**config.mk**
```make
export PLATFORM = sky130hd
export DESIGN_NAME = rcwc_ctrl
export DESIGN_NICKNAME = d
export VERILOG_FILES = /design/src/inc/rcwc_pkg.sv /design/src/rtl/rcwc_ctrl.sv /design/src/rtl/rcwc_sync.sv /design/src/rtl/rcwc_timer.sv
export VERILOG_INCLUDE_DIRS = /design/src /design/src/inc
export SDC_FILE = /design/constraint.sdc
export NUM_CORES = 1
export LEC_CHECK = 0
export ABC_AREA = 1
export BUFFER_PORTS_ARGS = -buffer_cell sky130_fd_sc_hd__buf_2
export CAP_MARGIN = 10
export CORE_ASPECT_RATIO = 1.75
export CORE_MARGIN = 4
export CORE_UTILIZATION = 47
export DETAILED_ROUTE_END_ITERATION = 8
export PLACE_DENSITY = 0.7
export SLEW_MARGIN = 5
export SYNTH_ARGS = -nofsm -noshare
export SYNTH_HDL_FRONTEND = slang
export SYNTH_SLANG_ARGS = --single-unit
```
**constraint.sdc**
```tcl
create_clock -name clk -period 4 [get_ports clk]
set_input_delay 0.8 -clock clk [delete_from_list [all_inputs] [get_ports clk]]
set_output_delay 0.8 -clock clk [all_outputs]
set_load 0.05 [all_outputs]
```
**src/inc/rcwc_cfg.svh**
```systemverilog
// constants for the reset, configuration and watchdog controller
`ifndef RCWC_CFG_SVH
`define RCWC_CFG_SVH
// configuration word layout
`define RCWC_CFG_W 14
`define RCWC_CFG_DEFAULT 14'h3fff
`define RCWC_CFG_ADDR 10'h3fc
`define RCWC_BIT_PROT 13
`define RCWC_BIT_SECOND 12
`define RCWC_LVR_HI 11
`define RCWC_LVR_LO 10
`define RCWC_CLK_HI 9
`define RCWC_CLK_LO 8
`define RCWC_BIT_PINRST 7
`define RCWC_BIT_WDRST 6
`define RCWC_TRIM_HI 4
`define RCWC_TRIM_LO 0
// program memory regions
`define RCWC_HALF_ADDR 10'h200
`define RCWC_RESV_ADDR 10'h3fc
// timer periods in microseconds, clock in MHz
`define RCWC_T_SHORT_US 13000
`define RCWC_T_LONG_US 131000
`define RCWC_CLK_MHZ 10
// reset stretch after all sources release, cycles
`define RCWC_RST_HOLD 8'h10
`endif

```
**src/inc/rcwc_pkg.sv**
```systemverilog
// types for the reset, configuration and watchdog controller
package rcwc_pkg;
    // decoded configuration word
    typedef struct packed {
        logic prot_n;
        logic second_half_n;
        logic [1:0] lvr_mode;
        logic [1:0] clk_sel;
        logic pin_rst_en;
        logic wd_rst_en;
        logic [4:0] trim;
    } rcwc_cfg_s;
    // operating mode
    typedef enum logic [1:0] {RCWC_RUN, RCWC_SLEEP, RCWC_RESET} rcwc_mode_e;
endpackage

```
**src/rtl/rcwc_ctrl.sv**
```systemverilog
// reset, configuration word and watchdog/sleep controller
`timescale 1ns/1ns
`include "rcwc_cfg.svh"
module rcwc_ctrl
    import rcwc_pkg::*;
#(
    parameter int SHORT_CYC = `RCWC_T_SHORT_US * `RCWC_CLK_MHZ,
    parameter int LONG_CYC = `RCWC_T_LONG_US * `RCWC_CLK_MHZ
)
(
    // clock and power-on reset
    input wire logic clk,
    input wire logic nrst,
    // configuration word from program memory
    input wire logic [13:0] configuration_word,
    // analogue comparators, asynchronous
    input wire logic below_2v0,
    input wire logic below_2v9,
    // external reset pin, active low
    input wire logic reset_pin_n,
    // cpu events
    input wire logic sleep_instr,
    input wire logic clear_watchdog_instr,
    input wire logic wakeup_timer_irq_enable,
    input wire logic long_period,
    input wire logic pending_write,
    input wire logic pending_wdata,
    input wire logic ext_irq_pending,
    input wire logic ext_irq_enable,
    // program memory read check
    input wire logic [9:0] prog_read_addr,
    // reset and mode outputs
    output logic sys_rst_n,
    output logic sleeping,
    output logic time_out_flag,
    output logic power_down_flag,
    output logic wakeup_timer_pending,
    output logic reset_pin_level,
    // configuration decodes
    output rcwc_cfg_s cfg,
    output logic clk_invalid,
    output logic read_blocked
);
    // ----------------------------------------------------------------
    // configuration decode
    // ----------------------------------------------------------------
    logic pin_s; // synchronised pin
    logic lv20_s; // synchronised 2.0V comparator
    logic lv29_s; // synchronised 2.9V comparator
    logic lvr_active; // low-voltage reset condition
    logic pin_rst; // pin reset condition
    logic wd_ovf; // timer overflow pulse
    logic wd_rst_req; // watchdog reset request
    logic timer_run; // timer oscillator running
    logic timer_clear; // timer clear strobe
    logic any_rst; // any enabled source
    logic [7:0] hold; // release stretch counter
    rcwc_mode_e mode; // run, sleep or reset
    // blank word; bit 5 has no field in the decoded struct, so it is dropped below
    localparam logic [13:0] CFG_BLANK = `RCWC_CFG_DEFAULT;

    // protection test for one address, word is the raw config
    function automatic logic is_protected(input logic [13:0] w, input logic [9:0] a);
        logic p;
        p = 1'b0;
        if (!w[`RCWC_BIT_PROT])
        begin
            if (w[`RCWC_BIT_SECOND])
                p = (a < `RCWC_HALF_ADDR);
            else
                p = (a < `RCWC_RESV_ADDR);
        end
        return p;
    endfunction

    // options from configuration word; register keeps outputs clean
    // the word is only ever written by the programmer, so it is sampled, never stored
    always_ff @(posedge clk or negedge nrst)
    begin
        if (!nrst)
            cfg <= {CFG_BLANK[13:6], CFG_BLANK[4:0]};
        else
        begin
            cfg.prot_n <= configuration_word[`RCWC_BIT_PROT];
            cfg.second_half_n <= configuration_word[`RCWC_BIT_SECOND];
            cfg.lvr_mode <= configuration_word[`RCWC_LVR_HI:`RCWC_LVR_LO];
            cfg.clk_sel <= configuration_word[`RCWC_CLK_HI:`RCWC_CLK_LO];
            cfg.pin_rst_en <= configuration_word[`RCWC_BIT_PINRST];
            cfg.wd_rst_en <= configuration_word[`RCWC_BIT_WDRST];
            cfg.trim <= configuration_word[`RCWC_TRIM_HI:`RCWC_TRIM_LO];
        end
    end

    // upper clock select bit marks invalid setting
    assign clk_invalid = cfg.clk_sel[1];

    // protected range follows the reuse bit
    always_ff @(posedge clk or negedge nrst)
    begin
        if (!nrst)
            read_blocked <= 1'b0;
        else
            read_blocked <= is_protected(configuration_word, prog_read_addr);
    end

    // ----------------------------------------------------------------
    // reset sources
    // ----------------------------------------------------------------
    rcwc_sync u_pin (.clk(clk), .nrst(nrst), .d(reset_pin_n), .q(pin_s));
    rcwc_sync u_lv20 (.clk(clk), .nrst(nrst), .d(~below_2v0), .q(lv20_s));
    rcwc_sync u_lv29 (.clk(clk), .nrst(nrst), .d(~below_2v9), .q(lv29_s));

    // pin as plain input when pin reset is off
    assign reset_pin_level = pin_s;

    // static low-voltage reset per mode; 2.0V off in sleep for mode 10
    always_comb
    begin
        case (cfg.lvr_mode)
            2'h3: lvr_active = ~lv20_s;
            2'h2: lvr_active = ~lv20_s & (mode != RCWC_SLEEP);
            2'h1: lvr_active = ~lv29_s;
            default: lvr_active = 1'b0;
        endcase
    end

    // low pin level resets when enabled
    assign pin_rst = cfg.pin_rst_en & ~pin_s;
    // overflow resets only with watchdog enabled
    assign wd_rst_req = wd_ovf & cfg.wd_rst_en;
    assign any_rst = lvr_active | pin_rst | wd_rst_req;

    // hold reset until all sources gone plus a stretch
    always_ff @(posedge clk or negedge nrst)
    begin
        if (!nrst)
            hold <= `RCWC_RST_HOLD;
        else if (any_rst)
            hold <= `RCWC_RST_HOLD;
        else if (hold != 8'h0)
            hold <= hold - 8'h1;
    end
    assign sys_rst_n = (hold == 8'h0) & ~any_rst;

    // ----------------------------------------------------------------
    // mode machine
    // ----------------------------------------------------------------
    // sleep entered by instruction; left on reset or irq
    always_ff @(posedge clk or negedge nrst)
    begin
        if (!nrst)
            mode <= RCWC_RESET;
        else
        begin
            case (mode)
                RCWC_RESET:
                    if (sys_rst_n)
                        mode <= RCWC_RUN;
                RCWC_RUN:
                    if (!sys_rst_n)
                        mode <= RCWC_RESET;
                    else if (sleep_instr)
                        mode <= RCWC_SLEEP;
                RCWC_SLEEP:
                    if (!sys_rst_n || any_rst)
                        mode <= RCWC_RESET;
                    else if ((ext_irq_pending & ext_irq_enable) ||
                             (wakeup_timer_pending & wakeup_timer_irq_enable))
                        mode <= RCWC_RUN;
                default:
                    mode <= RCWC_RESET;
            endcase
        end
    end
    assign sleeping = (mode == RCWC_SLEEP);

    // ----------------------------------------------------------------
    // shared timer
    // ----------------------------------------------------------------
    // normal mode: stop only with both disabled
    // sleep: run only with irq enable; keeps counting
    always_comb
    begin
        if (mode == RCWC_SLEEP)
            timer_run = wakeup_timer_irq_enable;
        else if (mode == RCWC_RUN)
            timer_run = cfg.wd_rst_en | wakeup_timer_irq_enable;
        else
            timer_run = 1'b0;
    end

    // clear on instruction, in reset, and on sleep entry with watchdog reset on and irq off
    assign timer_clear = clear_watchdog_instr | (mode == RCWC_RESET) |
        (sleep_instr & (mode == RCWC_RUN) & cfg.wd_rst_en & ~wakeup_timer_irq_enable);

    rcwc_timer #(.SHORT_CYC(SHORT_CYC), .LONG_CYC(LONG_CYC)) u_timer
    (
        .clk(clk),
        .nrst(nrst),
        .run(timer_run),
        .clear(timer_clear),
        .long_period(long_period),
        .overflow(wd_ovf)
    );

    // ----------------------------------------------------------------
    // status flags
    // ----------------------------------------------------------------
    // time-out flag; overflow set wins over clear
    // pin and watchdog resets leave it alone
    always_ff @(posedge clk or negedge nrst)
    begin
        if (!nrst)
            time_out_flag <= 1'b0;
        else if (wd_ovf & cfg.wd_rst_en)
            time_out_flag <= 1'b1;
        else if (lvr_active | clear_watchdog_instr | (sleep_instr & (mode == RCWC_RUN)))
            time_out_flag <= 1'b0;
    end

    // power-down flag; sleep set wins over clear
    always_ff @(posedge clk or negedge nrst)
    begin
        if (!nrst)
            power_down_flag <= 1'b0;
        else if (sleep_instr & (mode == RCWC_RUN))
            power_down_flag <= 1'b1;
        else if (lvr_active | clear_watchdog_instr)
            power_down_flag <= 1'b0;
    end

    // wakeup pending, hardware set wins, write 0 clears
    // set by overflow when watchdog reset is off
    always_ff @(posedge clk or negedge nrst)
    begin
        if (!nrst)
            wakeup_timer_pending <= 1'b0;
        else if (wd_ovf & ~cfg.wd_rst_en)
            wakeup_timer_pending <= 1'b1;
        else if (!sys_rst_n)
            wakeup_timer_pending <= 1'b0;
        else if (pending_write & ~pending_wdata)
            wakeup_timer_pending <= 1'b0;
    end
endmodule

```
**src/rtl/rcwc_sync.sv**
```systemverilog
// two-flop synchroniser for pin levels
`timescale 1ns/1ns
module rcwc_sync
    import rcwc_pkg::*;
(
    // clock and reset
    input wire logic clk,
    input wire logic nrst,
    // level in and out
    input wire logic d,
    output logic q
);
    logic meta; // first stage, read only by q

    // two stages; reset value high suits active-low pins
    always_ff @(posedge clk or negedge nrst)
    begin
        if (!nrst)
        begin
            meta <= 1'b1;
            q <= 1'b1;
        end
        else
        begin
            meta <= d;
            q <= meta;
        end
    end
endmodule

```
**src/rtl/rcwc_timer.sv**
```systemverilog
// shared watchdog and wakeup timer
`timescale 1ns/1ns
`include "rcwc_cfg.svh"
module rcwc_timer
    import rcwc_pkg::*;
#(
    parameter int SHORT_CYC = `RCWC_T_SHORT_US * `RCWC_CLK_MHZ,
    parameter int LONG_CYC = `RCWC_T_LONG_US * `RCWC_CLK_MHZ
)
(
    // clock and reset
    input wire logic clk,
    input wire logic nrst,
    // control
    input wire logic run,
    input wire logic clear,
    input wire logic long_period,
    // overflow pulse
    output logic overflow
);
    logic [20:0] count; // fits 1.31e6 cycles

    // count while running; clear has priority, wrap on overflow
    always_ff @(posedge clk or negedge nrst)
    begin
        if (!nrst)
        begin
            count <= 21'h0;
            overflow <= 1'b0;
        end
        else if (clear)
        begin
            count <= 21'h0;
            overflow <= 1'b0;
        end
        else if (run)
        begin
            if (count == 21'(long_period ? LONG_CYC - 1 : SHORT_CYC - 1))
            begin
                count <= 21'h0;
                overflow <= 1'b1;
            end
            else
            begin
                count <= count + 21'h1;
                overflow <= 1'b0;
            end
        end
        else
        begin
            overflow <= 1'b0;
        end
    end
endmodule
```
==> results_dict.tcl, run 1 <==
set metrics [dict create \
    outcome "completed" \
    final_nets 463 \
    numCtsBuffers 5 \
    critPathKind "reg2out" \
    crit_required_ps 3200 \
    drv_slew 0 \
    vdd_ir_drop_max_v 0.000201 \
    grt_pass1_wl_um 11400 \
    synthCells 365 \
    fin_total_pwr_mw 1.22 \
    initial_core_util 0.481 \
    io_buffers 54 \
    fillCellCount 584 \
    synth.net_count 404 \
    grt_remaining_overflow 0 \
    holdWs_ps 362 \
    hp-class "reg2reg" \
    crit_chain "inv_1 -> ha_1 -> nand2_1 -> nor2_1 -> nand3_2 -> nor2_4 -> buf_2" \
    ys.flop_type "dfrtp_1" \
    h-tree-depth 2 \
    worstPathMaxFanout 7 \
    power-per-cell-area_nw_per_um2 358 \
    wl_per_cell_um 13.1 \
    cts_tree "built" \
    crit_slowest_cell "dfrtp_1" \
    drt_pass1_iterations 4 \
    critPathArrivalTime_ps 2010 \
    root_buffer "clkbuf_8" \
    ant_nets 0 \
    insertedDiodeCount 0 \
    fin_skew_ps 8.77 \
    ys_seq_elements 55 \
    num_rows 38 \
    dp_hpwl_um 5210 \
    die_area_um2 7660 \
    area_delta_synth_final_pct 15.6 \
    cp-start-kind "register" \
    drt_wl_total_um 6600 \
    place.gp.congestion 0.976 \
    clock-sinks 55 \
    ys_seq_area_frac 0.475 \
    setup_ws_ps 1190 \
    fp.coreArea_um2 6130 \
    synth_area_um2 2950 \
    post-place-ws_ps 1540 \
    remaining_drc_errors 0 \
    ys_async_sr_fraction 1.00 \
    num_vias 2516 \
    tightest_slew_ps 556 \
    critPathMaxStageDelay_ps 390 \
    clk_latency_ps 320 \
    max-slew-margin-rel 0.630 \
    viasPerCell 4.98 \
    dieWidth_um 67.9 \
    ios 58 \
    layout_common_cells "nand2_1, buf_2, inv_1, nor2_1, dfrtp_1" \
    grt_max_degree 50 \
    synth_edf_count 0 \
    finalCritPeriodShare 0.703 \
    path_buf_inv 2 \
    max_freq_ghz 0.355 \
    synthDistinctLibCells 41 \
    clk_pin_slew_worst_paths_ps 100 \
    final.setup.tns_ps 0 \
    cp_top_family "simple AND/OR/NAND/NOR gates" \
    fin_crit_ps 2810 \
    drv_cap 0 \
    crit_path_end_kind "output pin" \
    antenna_found_initial 0 \
    synth_top_area_share 0.288 \
    finalHoldViolations 0 \
    drive_above_1_share 0.304 \
    p_leak_nw 1.66 \
    die-height_um 113 \
    grtUsageTotal 0.194 \
    yosys.area.top_type "dfrtp_1" \
    layout_commonest_cell "nand2_1" \
    clk_path_buf_depth 2 \
    ctsResizeCount 0 \
    ys_top_cells_by_area "dfrtp_1, dfstp_2, nand2_1" \
    rsz0062_at_grt "no" \
    detail_route.iter0.violations 78 \
    yosysWarnings 0 \
    setup_viol 0 \
    ctsHoldBuffers 0 \
    avgSynthCellArea_um2 8.09 \
    grt_pass1_vias 2563 \
    post_cts_buffers 0 \
]
==> registers in the layout (all words and copies together) (netlist names), 2 cells and up <==
signal	flops
cfg	13
hold	8
mode	2
u_timer.count	21
==> per-stage QoR <==
stage,area [um2],util,cells
floorplan,2950,-,365
global placement,3300,0.538,496
detailed placement,3300,0.538,496
CTS,3390,0.553,504
global route,3410,0.557,505
finish,3410,0.557,505
==> area by class of cell <==
| cell class | count | area, um2 | area share |
|---|---|---|---|
| repair buffers | 56 | 298 | 0.0872 |
| multi-input cells | 247 | 1290 | 0.379 |
| inverters | 59 | 223 | 0.0652 |
| clock buffers | 5 | 68.8 | 0.0202 |
| flip-flops and latches | 55 | 1400 | 0.411 |
| well taps | 80 | 100 | 0.0293 |
| clock inverters | 3 | 26.3 | 0.00770 |
==> cells by family after synthesis <==
family                     after synthesis  synth area share
and+or+nand+nor                        206             0.342
buffers and inverters                   63            0.0860
DFF                                     55             0.475
AOI/OAI and AO/OA                       32            0.0674
xor gates and xnor gates                 6            0.0178
adders and majority gates                2           0.00848
muxes                                    1           0.00339
==> Yosys cell counts (2+ instances only) <==
cell,number
a21oi_1,7
a21oi_2,3
buf_4,2
dfrtp_1,34
dfstp_2,21
ha_1,2
inv_1,50
inv_2,8
nand2_1,92
nand2_2,7
nand2_4,3
nand3_1,22
nand3_2,4
nand4_1,13
nand4_2,2
nor2_1,39
nor2_2,6
nor2_4,4
nor3_1,8
nor3_2,3
o21ai_0,8
o21ai_1,3
o21bai_1,2
xor2_1,5
==> final timing paths <==
path / start / endpoint / slack, ps / cells past startpoint
max: hold[0] / sys_rst_n / 1190 / 7
min: u_pin.meta / u_pin.q / 360 / 0
max reg2reg: u_timer.count[0] / u_timer.count[2] / 2230 / 8
min reg2reg: u_pin.meta / u_pin.q / 360 / 0
max in group asynchronous: nrst / hold[4] / 2920 / 2
min in group asynchronous: nrst / power_down_flag / 450 / 1
==> power breakdown <==
group          total (mW)  internal, mW  switching, mW  leakage [nW]
combinational       0.265        0.0849          0.180         0.925
clock               0.320         0.129          0.191        0.0491
sequential          0.636         0.609         0.0270         0.690
==> worst reg2reg max path: stages, from the launching register on <==
cell and delay, ps:
dfrtp_1 410, ha_1 300, inv_1 60, nor2_1 140, nand3_1 100, nor2_2 160
nand2_4 100, o21ai_2 290, nor2_1 90
==> layer usage <==
metal | up-vias | share of wire | global-route usage
met1 | 1191 | 0.36 | 0.195
met4 | 0 | 0.031 | 0.0876
li1 | 1272 | - | -
met3 | 13 | 0.032 | 0.0278
met5 | - | 0 | 0
met2 | 40 | 0.58 | 0.372
No activity file was read; power rests on OpenSTA's default activity.
==> inputs of run 2 (changes only) <==
--- a/config.mk
+++ b/config.mk
@@ -6,14 +6,14 @@
 export SDC_FILE = /design/constraint.sdc
 export NUM_CORES = 1
 export LEC_CHECK = 0
-export ABC_AREA = 1
+export ABC_AREA = 0
 export BUFFER_PORTS_ARGS = -buffer_cell sky130_fd_sc_hd__buf_2
 export CAP_MARGIN = 10
 export CORE_ASPECT_RATIO = 1.75
 export CORE_MARGIN = 4
 export CORE_UTILIZATION = 47
 export DETAILED_ROUTE_END_ITERATION = 8
-export PLACE_DENSITY = 0.7
+export PLACE_DENSITY = 0.71
 export SLEW_MARGIN = 5
 export SYNTH_ARGS = -nofsm -noshare
 export SYNTH_HDL_FRONTEND = slang
==> constraint.sdc (replaced) <==
create_clock -name clk -period 2.9 [get_ports clk]
set_input_delay 0.58 -clock clk [delete_from_list [all_inputs] [get_ports clk]]
set_output_delay 0.58 -clock clk [all_outputs]
set_load 0.05 [all_outputs]
==> run 2 against run 1 <==
Global-route usage decreased by 2.0 points. Synthesized cell count decreased by 33%. Sequential share of layout area increased by 4.8 points. Clock skew increased by 5.4 ps. Combinational power increased by 42%. Clock power increased by 32%. Register-to-register slack got worse by 1700 ps. Via count decreased by 18%. Utilization increased by 2.5 points. Cell area decreased by 10%. Largest cell class unchanged.
==> results_dict.tcl, run 2 <==
set metrics [dict create \
    dieWidth_um 63.8 \
    crit_slowest_cell "or4_4" \
    drive_above_1_share 0.344 \
    finalCritPeriodShare 0.970 \
    grt_pass1_vias 2087 \
    layout_commonest_cell "buf_2" \
    synthTopCellsByCount "dfrtp_1, nor2_1, dfstp_2" \
    remaining_drc_errors 0 \
    post-place-ws_ps 304 \
    drv_slew 0 \
    numCtsBuffers 5 \
    power-per-cell-area_nw_per_um2 552 \
    ys_top_cells_by_area "dfrtp_1, dfstp_2, nor2_1" \
    cp-start-kind "register" \
    regMostFlops "u_timer.count" \
    grtUsageTotal 0.174 \
    crit_chain "inv_2 -> ha_4 -> or4b_4 -> or4_4 -> nor2_4 -> buf_6" \
    synthCells 246 \
    top_regs "u_timer.count: 21 flops, cfg: 13 flops, hold: 8 flops" \
    ant_nets 0 \
    area_delta_synth_final_pct 19.6 \
    initial_core_util 0.487 \
    die_area_um2 6730 \
    detail_route.iter0.violations 58 \
    grt_max_degree 30 \
    crit_required_ps 2320 \
    dp_hpwl_um 4100 \
    max_freq_ghz 0.355 \
    antenna_found_initial 0 \
    synth_top_area_share 0.333 \
    p_leak_nw 1.32 \
    ys.flop_type "dfrtp_1" \
    grt_remaining_overflow 0 \
    place.gp.congestion 0.889 \
    instances_no_fill 366 \
    numPlacedInstances 352 \
    place_area_um2 2900 \
    synth_area_um2 2560 \
    final.setup.tns_ps 0 \
    root_buffer "clkbuf_8" \
    cts_tree "built" \
    tightest_slew_ps 759 \
    synth_most_common_cell "dfrtp_1" \
    clk_latency_ps 310 \
    worstPathMaxFanout 5 \
    clk_path_buf_depth 2 \
    fin_crit_ps 2810 \
    hp-class "in2async" \
    critPathArrivalTime_ps 2230 \
    drt_pass1_iterations 4 \
    insertedDiodeCount 0 \
    num_rows 35 \
    viasPerCell 5.64 \
    num_vias 2066 \
    critPathKind "reg2out" \
    critPathMaxStageDelay_ps 540 \
    ys_seq_elements 55 \
    largest_register_ffs 21 \
    fin_skew_ps 14.2 \
    clock-sinks 55 \
    synth.net_count 285 \
    finalHoldViolations 0 \
    avgSynthCellArea_um2 10.4 \
    drv_cap 0 \
    wl_per_cell_um 15.0 \
    io_buffers 54 \
    h-tree-depth 2 \
    layout_common_cells "buf_2, dfrtp_1, nor2_1, dfstp_2, nand3_1" \
    grt_pass1_wl_um 9290 \
    yosysWarnings 0 \
    final_cell_area_um2 3060 \
    ctsHoldBuffers 0 \
    holdWs_ps 264 \
    max-slew-margin-rel 0.490 \
    synthDistinctLibCells 52 \
    crit_path_end_kind "output pin" \
    multiInputGateArea_um2 1060 \
    outcome "completed" \
    drt_wl_total_um 5490 \
    regArea_um2 1400 \
    die-height_um 106 \
    setup_viol 0 \
    final_nets 349 \
    fillCellCount 472 \
    fp.coreArea_um2 5260 \
    rsz0062_at_grt "no" \
    cp_top_family "simple AND/OR/NAND/NOR gates" \
    path_buf_inv 2 \
    ys_async_sr_fraction 1.00 \
    ys_seq_area_frac 0.548 \
    setup_ws_ps 86.1 \
    yosys.area.top_type "dfrtp_1" \
    synth_edf_count 0 \
    clk_pin_slew_worst_paths_ps 110 \
    ios 58 \
    vdd_ir_drop_max_v 0.000338 \
]
-- run 2: changes by cell type after synthesis, sizes merged, moves of 4 or more --
cell,before,now
nor2,49,32
xnor2,1,6
xor2,5,10
inv,58,15
nand3,27,18
nand2,102,15
nand4,15,7
a21oi,10,6
clkbuf,0,4
o21ai,12,6
nor4,0,5
-- run 2: cell families (layout without fill, tap and decap cells) --
family | count (synthesis) | in the layout | synth area share
AO/OA/AOI/OAI | 39 | 39 | 0.112
XOR/XNOR | 16 | 16 | 0.0548
adder cells (fa/ha/maj) | 2 | 2 | 0.00978
buffers and inverters | 24 | 89 | 0.0445
flip-flops | 55 | 55 | 0.548
AND/OR/NAND/NOR | 110 | 110 | 0.230
-- run 2: worst paths after layout --
kind / slack (ps) / end / cells after the start / start
min in group clk: 350 / cfg[4] / 1 / configuration_word[4]
setup reg to reg: 560 / hold[4] / 7 / hold[0]
hold reg to reg: 360 / u_lv20.q / 0 / u_lv20.meta
setup / recovery: 90 / sys_rst_n / 6 / hold[0]
max in group asynchronous: 1990 / u_lv20.meta / 2 / nrst
hold / removal: 260 / time_out_flag / 1 / nrst
-- run 2: layout make-up --
| type | instances | share of cell area |
|---|---|---|
| repair buffers | 66 | 0.124 |
| flip-flops and latches | 55 | 0.459 |
| clock inverters | 2 | 0.00491 |
| multi-input cells | 167 | 0.348 |
| well taps | 55 | 0.0225 |
| clock buffers | 6 | 0.0237 |
| inverters | 15 | 0.0184 |
-- run 2: metal layers --
metal / GRT usage / routed length, um
met1: 0.177 / 2030
met2: 0.324 / 3130
met3: 0.0288 / 158
met4: 0.102 / 172
met5: 0 / 0
-- run 2: timing repair --
action,4_1_cts,5_1_grt
pin swaps,0,1
resized for setup,1,6
endpoints found under the setup margin,1,1
setup buffers,0,6
-- run 2: worst register-to-register path, stage by stage (launching register included) --
cell	delay, ps
dfrtp_1	420
inv_2	80
ha_4	140
or4b_4	460
or4_4	540
buf_4	160
buf_4	120
a311o_1	330
-- run 2: through the flow --
stage | power (mW) | util
CTS | 1.65 | 0.569
floorplan | 1.13 | -
finish | 1.69 | 0.582
global placement | 1.21 | 0.552
detailed placement | 1.22 | 0.552
global route | 1.80 | 0.582
-- run 2: power breakdown --
part | internal (mW) | switching [mW]
combinational | 0.166 | 0.211
clock | 0.175 | 0.247
sequential | 0.838 | 0.0515
total | 1.18 | 0.510
==> inputs of run 3 (changes only) <==
--- a/config.mk
+++ b/config.mk
@@ -10,7 +10,6 @@
 export BUFFER_PORTS_ARGS = -buffer_cell sky130_fd_sc_hd__buf_2
 export CAP_MARGIN = 10
 export CORE_ASPECT_RATIO = 1.75
-export CORE_MARGIN = 4
 export CORE_UTILIZATION = 47
 export DETAILED_ROUTE_END_ITERATION = 8
 export PLACE_DENSITY = 0.71
==> run 3 against run 2 <==
Critical path depth is the same. Non-clock buffer count shrank 4. The run now ends with DRC left. Largest cell class unchanged. Cell area shrank 0.82%. Highest routed layer unchanged. Maximum frequency shrank 0.85%. Routed wire length shrank 1.7%. Clock power grew 10%. Sequential power shrank 0.7%. Setup slack lost 24 ps. First-iteration DRC count grew 43%. Hold slack lost 34 ps. Sequential cell count is the same.
==> results_dict.tcl, run 3 (same netlist as run 2, synthesis figures left out) <==
set metrics [dict create \
    outcome "complete, but fails checks" \
    violations "DRC" \
    top_layer_used "met4" \
    hp-class "in2async" \
    layout_common_cells "buf_2, dfrtp_1, nor2_1, dfstp_2, nand3_1" \
    h-tree-depth 2 \
    remaining_drc_errors 1 \
    vdd_ir_drop_max_v 0.000312 \
    grtUsageTotal 0.206 \
    area_delta_synth_final_pct 18.6 \
    dieWidth_um 57.8 \
    ant_nets 0 \
    clk_latency_ps 310 \
    dp_hpwl_um 3980 \
    die_area_um2 5750 \
    num_rows 35 \
    viasPerCell 5.57 \
    insertedDiodeCount 0 \
    worstPathMaxFanout 6 \
    ctsHoldBuffers 0 \
    finalHoldViolations 0 \
    critPathKind "reg2out" \
    largest_register_ffs 21 \
    holdWs_ps 230 \
    io_buffers 54 \
    initial_core_util 0.487 \
    max-slew-margin-rel 0.476 \
    max_freq_ghz 0.352 \
    num_vias 2016 \
    clock-sinks 55 \
    numCtsBuffers 5 \
    cp-start-kind "register" \
    wl_met3_um 109 \
    p_leak_nw 1.31 \
    drv_slew 0 \
    drv_cap 0 \
    wl_met2_um 3090 \
    power-per-cell-area_nw_per_um2 555 \
    regArea_um2 1400 \
    fp.coreArea_um2 5260 \
    fin_crit_ps 2840 \
    wl_met1_um 2120 \
    grt_max_degree 33 \
    cts_tree "built" \
    fillCellCount 475 \
    ios 58 \
    crit_required_ps 2320 \
    die-height_um 99.6 \
    tightest_slew_ps 781 \
    clk_path_buf_depth 2 \
    final.setup.tns_ps 0 \
    crit_path_end_kind "output pin" \
    grt_pass1_wl_um 9190 \
    layout_commonest_cell "buf_2" \
    place.gp.congestion 0.841 \
    rsz0062_at_grt "yes" \
    top_regs "u_timer.count: 21 flops, cfg: 13 flops, hold: 8 flops" \
    finalCritPeriodShare 0.979 \
    regMostFlops "u_timer.count" \
    grt_remaining_overflow 0 \
    drive_above_1_share 0.332 \
    fin_skew_ps 11.0 \
    root_buffer "clkbuf_8" \
    drt_pass1_iterations 8 \
    setup_viol 0 \
    detail_route.iter0.violations 83 \
    multiInputGateArea_um2 1050 \
    clk_pin_slew_worst_paths_ps 110 \
    grt_pass1_vias 2018 \
    wl_per_cell_um 14.9 \
    critPathArrivalTime_ps 2260 \
    antenna_found_initial 0 \
    drt_wl_total_um 5400 \
    final_nets 345 \
]
run 3: changes by cell type in the layout (fill, tap and decap cells not counted):
cell / change
buf_4: -4
clkbuf_1: -1
clkbuf_8: +1
clkinv_4: +1
ha_2: +1
ha_4: -1
inv_1: +2
inv_2: -2
inv_4: -1
inv_6: -1
inv_8: +1
run 3: worst max-delay path, cell delays in order, from the launching register on:
cell and delay (ps):
dfrtp_1 410, inv_1 60, ha_2 190, or4b_4 470, or4_4 550, nor2_4 100, buf_6 160
run 3: per-layer routing:
layer / GRT usage / up-vias
li1: - / 991
met1: 0.222 / 979
met2: 0.393 / 37
met3: 0.0351 / 9
met4: 0.0733 / 0
met5: 0 / -
run 3: what timing repair did:
action,in CTS,in global routing
pin swaps,0,2
hold endpoints to repair,0,0
gates resized for setup,1,3
cloned,0,0
buffers inserted,0,2
setup endpoints to repair,1,1
run 3: stage by stage:
step                      setup slack [ps]   util  std cells  power (mW)  area (um2)
final                                 61.9  0.577        362        1.68        3030
after floorplan                        124      -        246        1.13        2560
after CTS                             7.68  0.572        360        1.68        3010
after global routing                 -44.3  0.577        362        1.78        3030
after detailed placement               307  0.552        352        1.22        2900
after global placement                 316  0.552        352        1.21        2900
run 3: worst paths after layout:
| path | start | endpoint | slack (ps) | cells after the start |
|---|---|---|---|---|
| setup / recovery | hold[0] | sys_rst_n | 60 | 6 |
| hold / removal | nrst | wakeup_timer_pending | 230 | 1 |
| setup reg to reg | hold[0] | hold[7] | 610 | 8 |
| hold reg to reg | u_lv20.meta | u_lv20.q | 360 | 0 |
| max in group asynchronous | nrst | hold[4] | 2040 | 2 |
| min in group clk | configuration_word[9] | cfg[8] | 350 | 1 |
run 3: area by class of cell:
type	count	share of cell area
clock buffers	6	0.0272
clock inverters	2	0.00660
inverters	15	0.0186
multi-input cells	167	0.347
flip-flops and latches	55	0.462
well taps	55	0.0227
repair buffers	62	0.115
run 3: report_power, final:
part           internal (mW)  leakage (nW)  switching [mW]
clock                  0.202        0.0533           0.262
sequential             0.838         0.689          0.0463
combinational          0.137         0.565           0.199
